[src/rtl/fps_regs.svh]
`ifndef FPS_REGS_SVH
`define FPS_REGS_SVH

`define SYS_CLK_MHZ 100
// Plateau sample delay after the flyback phase begins
`define OVP_SAMPLE_NS 2500
`define OVP_SAMPLE_CYC ((`OVP_SAMPLE_NS * `SYS_CLK_MHZ + 999) / 1000)
// Successive over-voltage samples that qualify a true fault
`define OVP_QUALIFY_CNT 3
`define SOFT_START_MS 4
`define SOFT_START_CYC (`SOFT_START_MS * `SYS_CLK_MHZ * 1000)
// Debounce is counted in switching cycles at a nominal period
`define FAULT_DEBOUNCE_MS 75
`define NOM_PERIOD_NS 12500
`define FAULT_DEBOUNCE_CYC (`FAULT_DEBOUNCE_MS * 1000000 / `NOM_PERIOD_NS)
`define ON_TIME_CYC 500
`define DEAD_TIME_CYC 4
`define CS_LIMIT_MAX 8'hff

`endif

[src/rtl/fps_pkg.sv]
package fps_pkg;

   // Comparator outputs from the analog front end
   typedef struct packed {
      logic fb_below_burst;
      logic aux_plateau_high;
      logic demag_valley;
      logic supply_turn_on;
      logic supply_undervoltage_off_level;
      logic supply_latch_high;
      logic supply_ovp;
      logic overload_fault;
      logic overcurrent_fault;
      logic overpower_fault;
      logic open_loop_fault;
      logic pin_floating;
   } pins_t;

   typedef enum logic [2:0] {
      ST_STARTUP = 3'h0,
      ST_SOFT    = 3'h1,
      ST_RUN     = 3'h3,
      ST_AUTO    = 3'h2,
      ST_LATCH   = 3'h6
   } seq_state_t;

   typedef struct packed {
      pins_t s1;
      pins_t s2;
      seq_state_t st;
      logic phase_on;
      logic sampled;
      logic [15:0] cyc;
      logic [15:0] tmr;
      logic [1:0] ovp_cnt;
      logic [15:0] deb;
      logic gate_req;
      logic hs;
      logic ls;
      logic [3:0] dead;
      logic hv;
      logic [7:0] cs;
      logic latched;
      logic auto_rec;
   } seq_regs_t;

endpackage

[src/rtl/flyback_protection_sequencer.sv]
// How it works
// Feedback below burst level stops all switching
// Sample aux plateau 2.5us into flyback
// Three successive over-voltage samples latch fault
// A clean sample clears the over-voltage count
// Latched fault stops switching for good
// Latched: charge at 9V, stop at 12V
// Latch survives supply ramps until mains removed
// Supply over-voltage latches like output over-voltage
// Load faults must persist 75ms before tripping
// Auto-recovery stops, resets at 9V off level
// Restart runs normally or repeats while faulted
// Floating pin trips auto-recovery immediately
// High and low gate switches never both on
// Start switching when supply reaches 15V
// Each restart begins with 4ms soft start
// Debounce counts switching periods, not time
// Only power-on reset clears the latch
// Count advances once per cycle, one sample
`timescale 1ns/1ps
`include "fps_regs.svh"

module flyback_protection_sequencer #(
   parameter int SS_CYC = `SOFT_START_CYC,
   parameter int DEBOUNCE_CYC = `FAULT_DEBOUNCE_CYC,
   parameter int ON_CYC = `ON_TIME_CYC,
   parameter int DEAD_CYC = `DEAD_TIME_CYC
) (
   input wire logic sys_clk_i,
   input wire logic rst_i,
   input wire fps_pkg::pins_t pins_i,
   output logic gate_high_o,
   output logic gate_low_o,
   output logic hv_charge_en_o,
   output logic [7:0] cs_limit_o,
   output logic fault_latched_o,
   output logic auto_recovery_o
);
   import fps_pkg::*;

   localparam int SAMPLE_CYC = `OVP_SAMPLE_CYC;
   localparam int SS_STEP_RAW = SS_CYC / 255;
   localparam int SS_STEP = (SS_STEP_RAW < 1) ? 1 : SS_STEP_RAW;
   localparam logic [15:0] SS_STEP_LAST = 16'(SS_STEP - 1);
   localparam logic [15:0] SAMPLE_LAST = 16'(SAMPLE_CYC - 1);
   localparam logic [15:0] ON_LAST = 16'(ON_CYC - 1);
   localparam logic [15:0] DEB_LAST = 16'(DEBOUNCE_CYC - 1);
   localparam logic [3:0] DEAD_LOAD = 4'(DEAD_CYC);
   localparam logic [1:0] OVP_LAST = 2'(`OVP_QUALIFY_CNT - 1);

   seq_regs_t q;
   seq_regs_t d;
   logic active;
   logic may_switch;
   logic sample_now;
   logic load_fault;

   always_comb begin
      d = q;
      d.s1 = pins_i;
      d.s2 = q.s1;
      active = (q.st == ST_SOFT) || (q.st == ST_RUN);
      may_switch = active && !q.s2.fb_below_burst;
      // Exactly one sample per flyback phase
      sample_now = active && !q.phase_on && !q.sampled &&
                   (q.cyc == SAMPLE_LAST);
      load_fault = q.s2.overload_fault || q.s2.overcurrent_fault ||
                   q.s2.overpower_fault || q.s2.open_loop_fault;

      // Switching cycle: fixed on time, then flyback until the valley
      if (q.cyc != 16'hffff) begin
         d.cyc = q.cyc + 16'h0001;
      end
      if (!active) begin
         d.phase_on = 1'b0;
         d.sampled = 1'b1;
         d.cyc = 16'h0000;
      end else if (q.phase_on) begin
         if (q.cyc == ON_LAST) begin
            d.phase_on = 1'b0;
            d.sampled = 1'b0;
            d.cyc = 16'h0000;
         end
      end else if (q.sampled && q.s2.demag_valley && may_switch) begin
         d.phase_on = 1'b1;
         d.cyc = 16'h0000;
         // Debounce advances once per switching period
         if (load_fault) begin
            d.deb = q.deb + 16'h0001;
         end
      end
      if (sample_now) begin
         d.sampled = 1'b1;
         if (q.s2.aux_plateau_high) begin
            d.ovp_cnt = q.ovp_cnt + 2'h1;
         end else begin
            d.ovp_cnt = 2'h0;
         end
      end
      // Any gap in the fault restarts the debounce
      if (!load_fault) begin
         d.deb = 16'h0000;
      end
      d.gate_req = may_switch && d.phase_on;

      case (q.st)
         ST_STARTUP: begin
            d.hv = 1'b1;
            d.cs = 8'h00;
            d.tmr = 16'h0000;
            if (q.s2.supply_turn_on) begin
               d.st = ST_SOFT;
               d.hv = 1'b0;
            end
         end
         ST_SOFT: begin
            // Ramp the current limit one step at a time
            d.tmr = q.tmr + 16'h0001;
            if (q.tmr == SS_STEP_LAST) begin
               d.tmr = 16'h0000;
               d.cs = q.cs + 8'h01;
               if (q.cs == (`CS_LIMIT_MAX - 8'h01)) begin
                  d.st = ST_RUN;
               end
            end
         end
         ST_RUN: begin
            d.cs = `CS_LIMIT_MAX;
         end
         ST_AUTO: begin
            d.hv = 1'b0;
            if (q.s2.supply_undervoltage_off_level) begin
               d.st = ST_STARTUP;
               d.hv = 1'b1;
               d.ovp_cnt = 2'h0;
               d.deb = 16'h0000;
            end
         end
         ST_LATCH: begin
            // Supply hovers between the two levels; never leaves
            if (q.s2.supply_undervoltage_off_level) begin
               d.hv = 1'b1;
            end else if (q.s2.supply_latch_high) begin
               d.hv = 1'b0;
            end
         end
         default: begin
            d.st = ST_LATCH;
         end
      endcase

      // Latch faults take priority over auto-recovery ones
      if (q.st != ST_LATCH) begin
         if (q.s2.supply_ovp ||
             (sample_now && q.s2.aux_plateau_high &&
              q.ovp_cnt == OVP_LAST)) begin
            d.st = ST_LATCH;
            d.hv = 1'b0;
            d.gate_req = 1'b0;
         end else if (q.st != ST_AUTO &&
                      (q.s2.pin_floating ||
                       (load_fault && q.deb >= DEB_LAST))) begin
            d.st = ST_AUTO;
            d.hv = 1'b0;
            d.gate_req = 1'b0;
         end
      end
      if (d.st == ST_LATCH || d.st == ST_AUTO) begin
         d.cs = 8'h00;
      end
      // Status pins come from flops so they never show a decode glitch
      d.latched = (d.st == ST_LATCH);
      d.auto_rec = (d.st == ST_AUTO);

      // Break before make with a dead time in between
      if (q.dead != 4'h0) begin
         d.dead = q.dead - 4'h1;
      end
      if (q.gate_req) begin
         if (q.ls) begin
            d.ls = 1'b0;
            d.dead = DEAD_LOAD;
         end else if (q.dead == 4'h0) begin
            d.hs = 1'b1;
         end
      end else begin
         if (q.hs) begin
            d.hs = 1'b0;
            d.dead = DEAD_LOAD;
         end else if (q.dead == 4'h0) begin
            d.ls = 1'b1;
         end
      end
   end

   // Reset is the power-on reset: the only way out of the latch
   always_ff @(posedge sys_clk_i) begin
      if (rst_i) begin
         q <= '0;
         q.st <= ST_STARTUP;
         q.sampled <= 1'b1;
         q.hv <= 1'b1;
      end else begin
         q <= d;
      end
   end

   assign gate_high_o = q.hs;
   assign gate_low_o = q.ls;
   assign hv_charge_en_o = q.hv;
   assign cs_limit_o = q.cs;
   assign fault_latched_o = q.latched;
   assign auto_recovery_o = q.auto_rec;
endmodule

[config.mk]
export PLATFORM = sky130hd
export DESIGN_NAME = flyback_protection_sequencer
export DESIGN_NICKNAME = d
export VERILOG_FILES = /design/src/rtl/fps_pkg.sv /design/src/rtl/flyback_protection_sequencer.sv
export VERILOG_INCLUDE_DIRS = /design/src /design/src/rtl
export SDC_FILE = /design/constraint.sdc
export NUM_CORES = 1
export LEC_CHECK = 0
export BUFFER_PORTS_ARGS = -buffer_cell sky130_fd_sc_hd__buf_2
export CAP_MARGIN = 20
export CORE_ASPECT_RATIO = 0.5
export CORE_MARGIN = 2
export CORE_UTILIZATION = 60
export DETAILED_ROUTE_END_ITERATION = 12
export PLACE_DENSITY = 0.8
export SYNTH_ARGS = -nofsm -noshare
export SYNTH_HDL_FRONTEND = slang
export SYNTH_SLANG_ARGS = --single-unit
[constraint.sdc]
create_clock -name sys_clk_i -period 2.2 [get_ports sys_clk_i]
set_input_delay 0.33 -clock sys_clk_i [delete_from_list [all_inputs] [get_ports sys_clk_i]]
set_output_delay 0.33 -clock sys_clk_i [all_outputs]
set_load 0.01 [all_outputs]
==> impl_metrics.toml, run 1 <==
[placed_design]
gp_routability_congestion = 0.883
pre_cts_ws_ns = 0.0979
port_buffers = 26
dp_hpwl_um = 6200
placed_cells = 622

[cts]
hold_buffers = 0
root_buffer = "clkbuf_16"
clk_pin_slew_ns = 0.07
cts_tree = "built"
cts_buffers = 9
cts_buffer_depth = 2
insertion_delay_ns = 0.34
clkSinkCount = 97
h-tree-depth = 3

[detailed_routing]
route.detailed.drc = 0
vias = 3731
antenna_left = 0
drt_pass1_iterations = 5
wl_per_cell_um = 14.1
first_iter_violations = 276
totalWireLength_um = 9030
via_per_inst = 5.84

[synth]
synth_area_mm2 = 0.00451
postSynthAreaPerCell_um2 = 8.73
ys_seq_elements = 97
synth_top_area_frac = 0.431
synth_mux_area_frac = 0.00222
yosys_warnings = 0
syn_nets = 538
synth_flop_cell = "dfxtp_1"
ys_seq_area_frac = 0.431
async_flop_share = 0
synthTopCellsByArea = "dfxtp_1 43%, nor2_1 4.7%, a21oi_1 4.4%, nor2b_1 3.5%, nand2_1 3.2%"
syn_inst = 516
synthAdderAreaFrac = 0.0222
synth.largest_area_cell = "dfxtp_1"
synth-edff-count = 0
synthDistinctLibCells = 59
yosys.area_share.simple = 0.298
synthXorXnorAreaFrac = 0.0486
synth-compound-area-share = 0.145
synth_top_family_by_area = "simple AND/OR/NAND/NOR gates"

[floorplanning]
die_w_um = 127
row_count = 22
ioPinCount = 27
start_util = 0.618
dieArea_mm2 = 0.00826
die_height_um = 65.3
core_region_area_mm2 = 0.00729

[timing]
maxSlewHeadroom = 0.663
setup_violations = 0
fin_crit_ns = 2.07
finClkSkew_ns = 0.00666
slew_violations = 0
hold_viol = 0
worst_slew_pin_slew_ns = 0.504
fin_crit_sh = 0.943
max_freq_mhz = 482
fin_ws_ns = 0.126

[global_route]
grt_max_degree = 28
grt_pass1_vias = 3363
gr-total-overflow = 0
grt.total_usage = 0.234
antenna_found_initial = 0
grt_pass1_wl_um = 15500

[critical_path]
critical_path_class = "reg2reg"
reg2reg_slack_ns = 0.13
timing.rr.end = "cs_limit_o[5]$_SDFFE_PP0P_"
worstRegToRegCells = 7
critPathCaptureType = "register"
worstSetupStartpoint = "q[18]$_SDFF_PP0_"
start_kind = "register"
cp.arrival_ns = 2.33
timing.rr.start = "q[18]$_SDFF_PP0_"
worstPathMaxFanout = 8
cp.required_ns = 2.46
cp-endpoint = "cs_limit_o[5]$_SDFFE_PP0P_"

[finish]
finalNetCount = 560
final_util = 0.695
drive_gt1_frac = 0.147
instances_no_fill = 639
antenna_cells = 0
area_delta_synth_final_pct = 12.4

[power_and_ir_drop]
irDropWorstVdd_mv = 0.515
leakagePower_nw = 1.80
total_power_mw = 4.12
power_density_mw_per_mm2 = 814

[status]
status = "completed"

[hold_path]
hp-class = "in2reg"
whs_path_depth = 2

[run]
cap_violations = 0
synthesized netlist by cell type, drive strengths merged (14+ instances only):
cell type	n
clkbuf	15
and3	14
buf	17
nor2b	25
dfxtp	97
nand4	14
nor2	56
nor3	25
nand3	26
a21oi	41
o21ai	22
nand2	39
final cells by class:
type | instances | area [µm²]
clock inverter | 6 | 130
sequential | 97 | 1940
inverter | 12 | 45.0
fill | 581 | 2230
multi-input combinational | 375 | 2330
tap | 96 | 120
clock buffer | 10 | 229
timing repair buffer | 43 | 270
cell usage in the layout (no fill, tap or decap), types with 2 or more instances in the layout:
cell type and n:
dfxtp_1 97, nor2_1 56, a21oi_1 40, nand2_1 39, nand3_1 26, buf_2 26
nor2b_1 25, nor3_1 23, o21ai_0 21, buf_4 16, and3_1 13, nand4_1 13
xor2_1 13, xnor2_1 12, inv_1 12, clkbuf_16 9, a31oi_1 7, a311oi_1 7
ha_1 7, nor4_1 4, nand4b_1 4, nor3b_1 4, or3_1 4, nand2b_1 4
a211oi_1 4, bufinv_16 4, and4_1 3, and2_1 3, a41oi_1 3, nor4_2 2
nor4b_1 2, o21a_1 2, a41o_1 2, a21o_1 2, and4b_1 2, nand3b_1 2
a221oi_2 2, clkinv_2 2
state kept, by name, summed over array words and instances (netlist names):
register,cells
q,72
gate_low_o,1
cs_limit_o,8
hv_charge_en_o,1
gate_high_o,1
d,12
auto_recovery_o,1
fault_latched_o,1
critical path, cell delays in order, from the launching register on:
cell      delay [ns]
dfxtp_1         0.34
ha_2            0.21
a311oi_2        0.27
nor4_1          0.07
a311o_2         0.44
o22ai_4         0.24
a21oi_4         0.14
nor4_2          0.28
cell families after synthesis:
logic type	count (synthesis)
muxes	1
and+or+nand+nor	243
DFF	97
adders and majority gates	8
xor gates and xnor gates	25
buffers and inverters	44
AOI/OAI and AO/OA	98
per-stage QoR:
| step | hold slack, ns | instance area, µm² | TNS [ns] |
|---|---|---|---|
| 2_1_floorplan | 0.414 | 4510 | 0 |
| 3_3_place_gp | 0.424 | 4690 | 0 |
| 3_5_place_dp | 0.420 | 4690 | 0 |
| 4_1_cts | 0.189 | 5050 | 0 |
| 5_1_grt | 0.201 | 5070 | -0.0168 |
| 6_report | 0.193 | 5070 | 0 |
power breakdown:
group / switching (mW) / internal, mW / leakage, nW
logic: 0.215 / 0.169 / 0.835
registers: 0.0505 / 1.82 / 0.789
clock network: 0.648 / 1.22 / 0.176
total: 0.913 / 3.21 / 1.80
what timing repair did:
action	in CTS	in global routing
endpoints found under the hold margin	0	0
setup buffers	0	1
endpoints found under the setup margin	0	8
resized for setup	0	3
layer usage:
metal / up-vias / global-route usage / wire length (µm)
met2: 87 / 0.384 / 4140
met4: 0 / 0.0481 / 50
li1: 1869 / - / -
met5: - / 0 / 0
met1: 1769 / 0.303 / 4370
met3: 6 / 0.0798 / 466
worst min path at each step:
stage | end | slack [ns] | start
detailed placement | q[73]$_SDFF_PP0_ | 0.42 | d[73]$_SDFF_PP0_
floorplan | q[73]$_SDFF_PP0_ | 0.41 | d[73]$_SDFF_PP0_
CTS | d[75]$_SDFF_PP0_ | 0.19 | pins_i[2]
global placement | q[83]$_SDFF_PP0_ | 0.42 | d[83]$_SDFF_PP0_
global route | d[80]$_SDFF_PP0_ | 0.20 | pins_i[7]
finish | d[84]$_SDFF_PP0_ | 0.19 | pins_i[11]
Note: power is estimated with default switching activity, not from simulation.
==> run 2, diff against run 1 <==
--- a/config.mk
+++ b/config.mk
@@ -13,6 +13,7 @@
 export CORE_UTILIZATION = 60
 export DETAILED_ROUTE_END_ITERATION = 12
 export PLACE_DENSITY = 0.8
+export REMOVE_ABC_BUFFERS = 1
 export SYNTH_ARGS = -nofsm -noshare
 export SYNTH_HDL_FRONTEND = slang
 export SYNTH_SLANG_ARGS = --single-unit
==> run 2 against run 1 <==
Against the previous run: clock power fell by 15%; critical path depth is the same; wire length down 1.4%; utilization is 1.5 points lower; clock skew rose by 0.0010 ns; count of clock-buffer cells in the layout down 1; total power decreased by 7.0%; design area decreased by 2.1%; register-to-register slack about the same; combinational power is 3% lower; first-iteration DRC count shrank 2.2%; highest routed layer unchanged; global-route usage shrank 0.60 points.
==> impl_metrics.toml, run 2 (same netlist as run 1, synthesis figures left out) <==
[status]
status = "completed"

[timing]
fin_crit_ns = 2.08
tns_ns = 0
worst_slew_pin_slew_ns = 0.428
whs_ns = 0.192
max_freq_mhz = 481
finClkSkew_ns = 0.00767
fin_crit_sh = 0.945
slew_violations = 0
setup_violations = 0
maxSlewHeadroom = 0.711
hold_viol = 0
rsz0062_at_grt = "false"

[floorplanning]
core_region_area_mm2 = 0.00729
die_height_um = 65.3
row_count = 22
ioPinCount = 27
start_util = 0.618
die_w_um = 127
dieArea_mm2 = 0.00826

[critical_path]
cp.required_ns = 2.45
cp.arrival_ns = 2.33
start_kind = "register"
critical_path_class = "reg2reg"
critical-path-max-stage-delay_ns = 0.43
worstPathMaxFanout = 8
critPathCaptureType = "register"
cp.buffers_inverters = 0
cp_slowest_cell = "a311o_2"
critical_path.cell_chain = "ha_2, a311oi_2, nor4_1, a311o_2, o22ai_4, a21oi_4, nor4_2"
worst_path_dominant_cell_family = "compound AO/OA/AOI/OAI gates"

[cts]
post-cts-setup-buffers = 0
hold_buffers = 0
cts_resized = 0
clkSinkCount = 97
cts_buffers = 9
root_buffer = "clkbuf_16"
h-tree-depth = 3
insertion_delay_ns = 0.35
clk_pin_slew_ns = 0.07
cts_tree = "built"
cts_buffer_depth = 2

[global_route]
antenna_found_initial = 0
globalRouteMet3Util = 0.0692
grt_pass1_vias = 3362
grt_pass1_wl_um = 15200
met1_usage = 0.291
grt_max_degree = 22
grt_use_met2 = 0.364
gr-total-overflow = 0
grt_most_used_layer = "met2"
grt.total_usage = 0.228

[finish]
num-fill-cells = 587
area_delta_synth_final_pct = 10.0
antenna_cells = 0
ff_latch_area_mm2 = 0.00194
top_register = "q"
drive_gt1_frac = 0.141
finalInstanceArea_mm2 = 0.00496
mostFrequentLayoutCell = "dfxtp_1"
final_cell_mix = "97 x dfxtp_1, 56 x nor2_1, 40 x a21oi_1"
largest_register_ffs = 72
multi_input_area_mm2 = 0.00233
final_util = 0.680
finalNetCount = 555

[power_and_ir_drop]
clkPwrFrac = 0.415
seqPwrFrac = 0.487
leakagePower_nw = 1.74
power_density_mw_per_mm2 = 773
irDropWorstVdd_mv = 0.601
p_comb_frac = 0.098
p_switching_uw = 959
intPower_mw = 2.88
switching_share = 0.250

[detailed_routing]
totalWireLength_um = 8900
via_per_inst = 5.90
vias = 3741
first_iter_violations = 270
wl_per_cell_um = 14.0
antenna_left = 0
route.detailed.drc = 0
drt_pass1_iterations = 5

[hold_path]
hp-class = "in2reg"

[placed_design]
gp_routability_congestion = 0.864
port_buffers = 26
dp_hpwl_um = 6020
placed_cell_area_mm2 = 0.00465

[run]
cap_violations = 0
==> run 2: layout make-up <==
cell class              count  area share
multi-input cells         375       0.469
flip-flops and latches     97       0.392
clock buffers               9      0.0454
repair buffers             38      0.0444
well taps                  96      0.0242
clock inverters             7      0.0159
inverters                  12     0.00908
==> run 2: path summary, 6_finish.rpt <==
kind | start | endpoint | slack (ns) | cells after the start
worst max-delay path | q[18]$_SDFF_PP0_ | cs_limit_o[5]$_SDFFE_PP0P_ | 0.12 | 7
worst min-delay path | pins_i[4] | d[77]$_SDFF_PP0_ | 0.19 | 2
worst max register to register | q[18]$_SDFF_PP0_ | cs_limit_o[5]$_SDFFE_PP0P_ | 0.12 | 7
worst min register to register | d[75]$_SDFF_PP0_ | q[75]$_SDFF_PP0_ | 0.43 | 1
==> run 2: stage by stage <==
stage	total power, mW	setup WS, ns	cells
after detailed placement	2.28	0.0539	618
after floorplan	2.17	0.0198	484
after global placement	2.27	0.153	618
after CTS	3.86	0.0101	634
after global routing	3.99	0.00263	634
final	3.83	0.121	634
==> run 2: power by group through the flow <==
stage / registers [mW] / logic [mW] / clock network (mW)
final: 1.87 / 0.374 / 1.59
after global routing: 1.88 / 0.420 / 1.69
after CTS: 1.87 / 0.374 / 1.62
after detailed placement: 1.91 / 0.370 / 0
after global placement: 1.91 / 0.362 / 0
after floorplan: 1.91 / 0.259 / 0
==> run 2: metal layers <==
layer	up-vias	share of wire
met4	0	0.016
met2	94	0.46
met5	-	0
met1	1760	0.48
met3	18	0.048
li1	1869	-
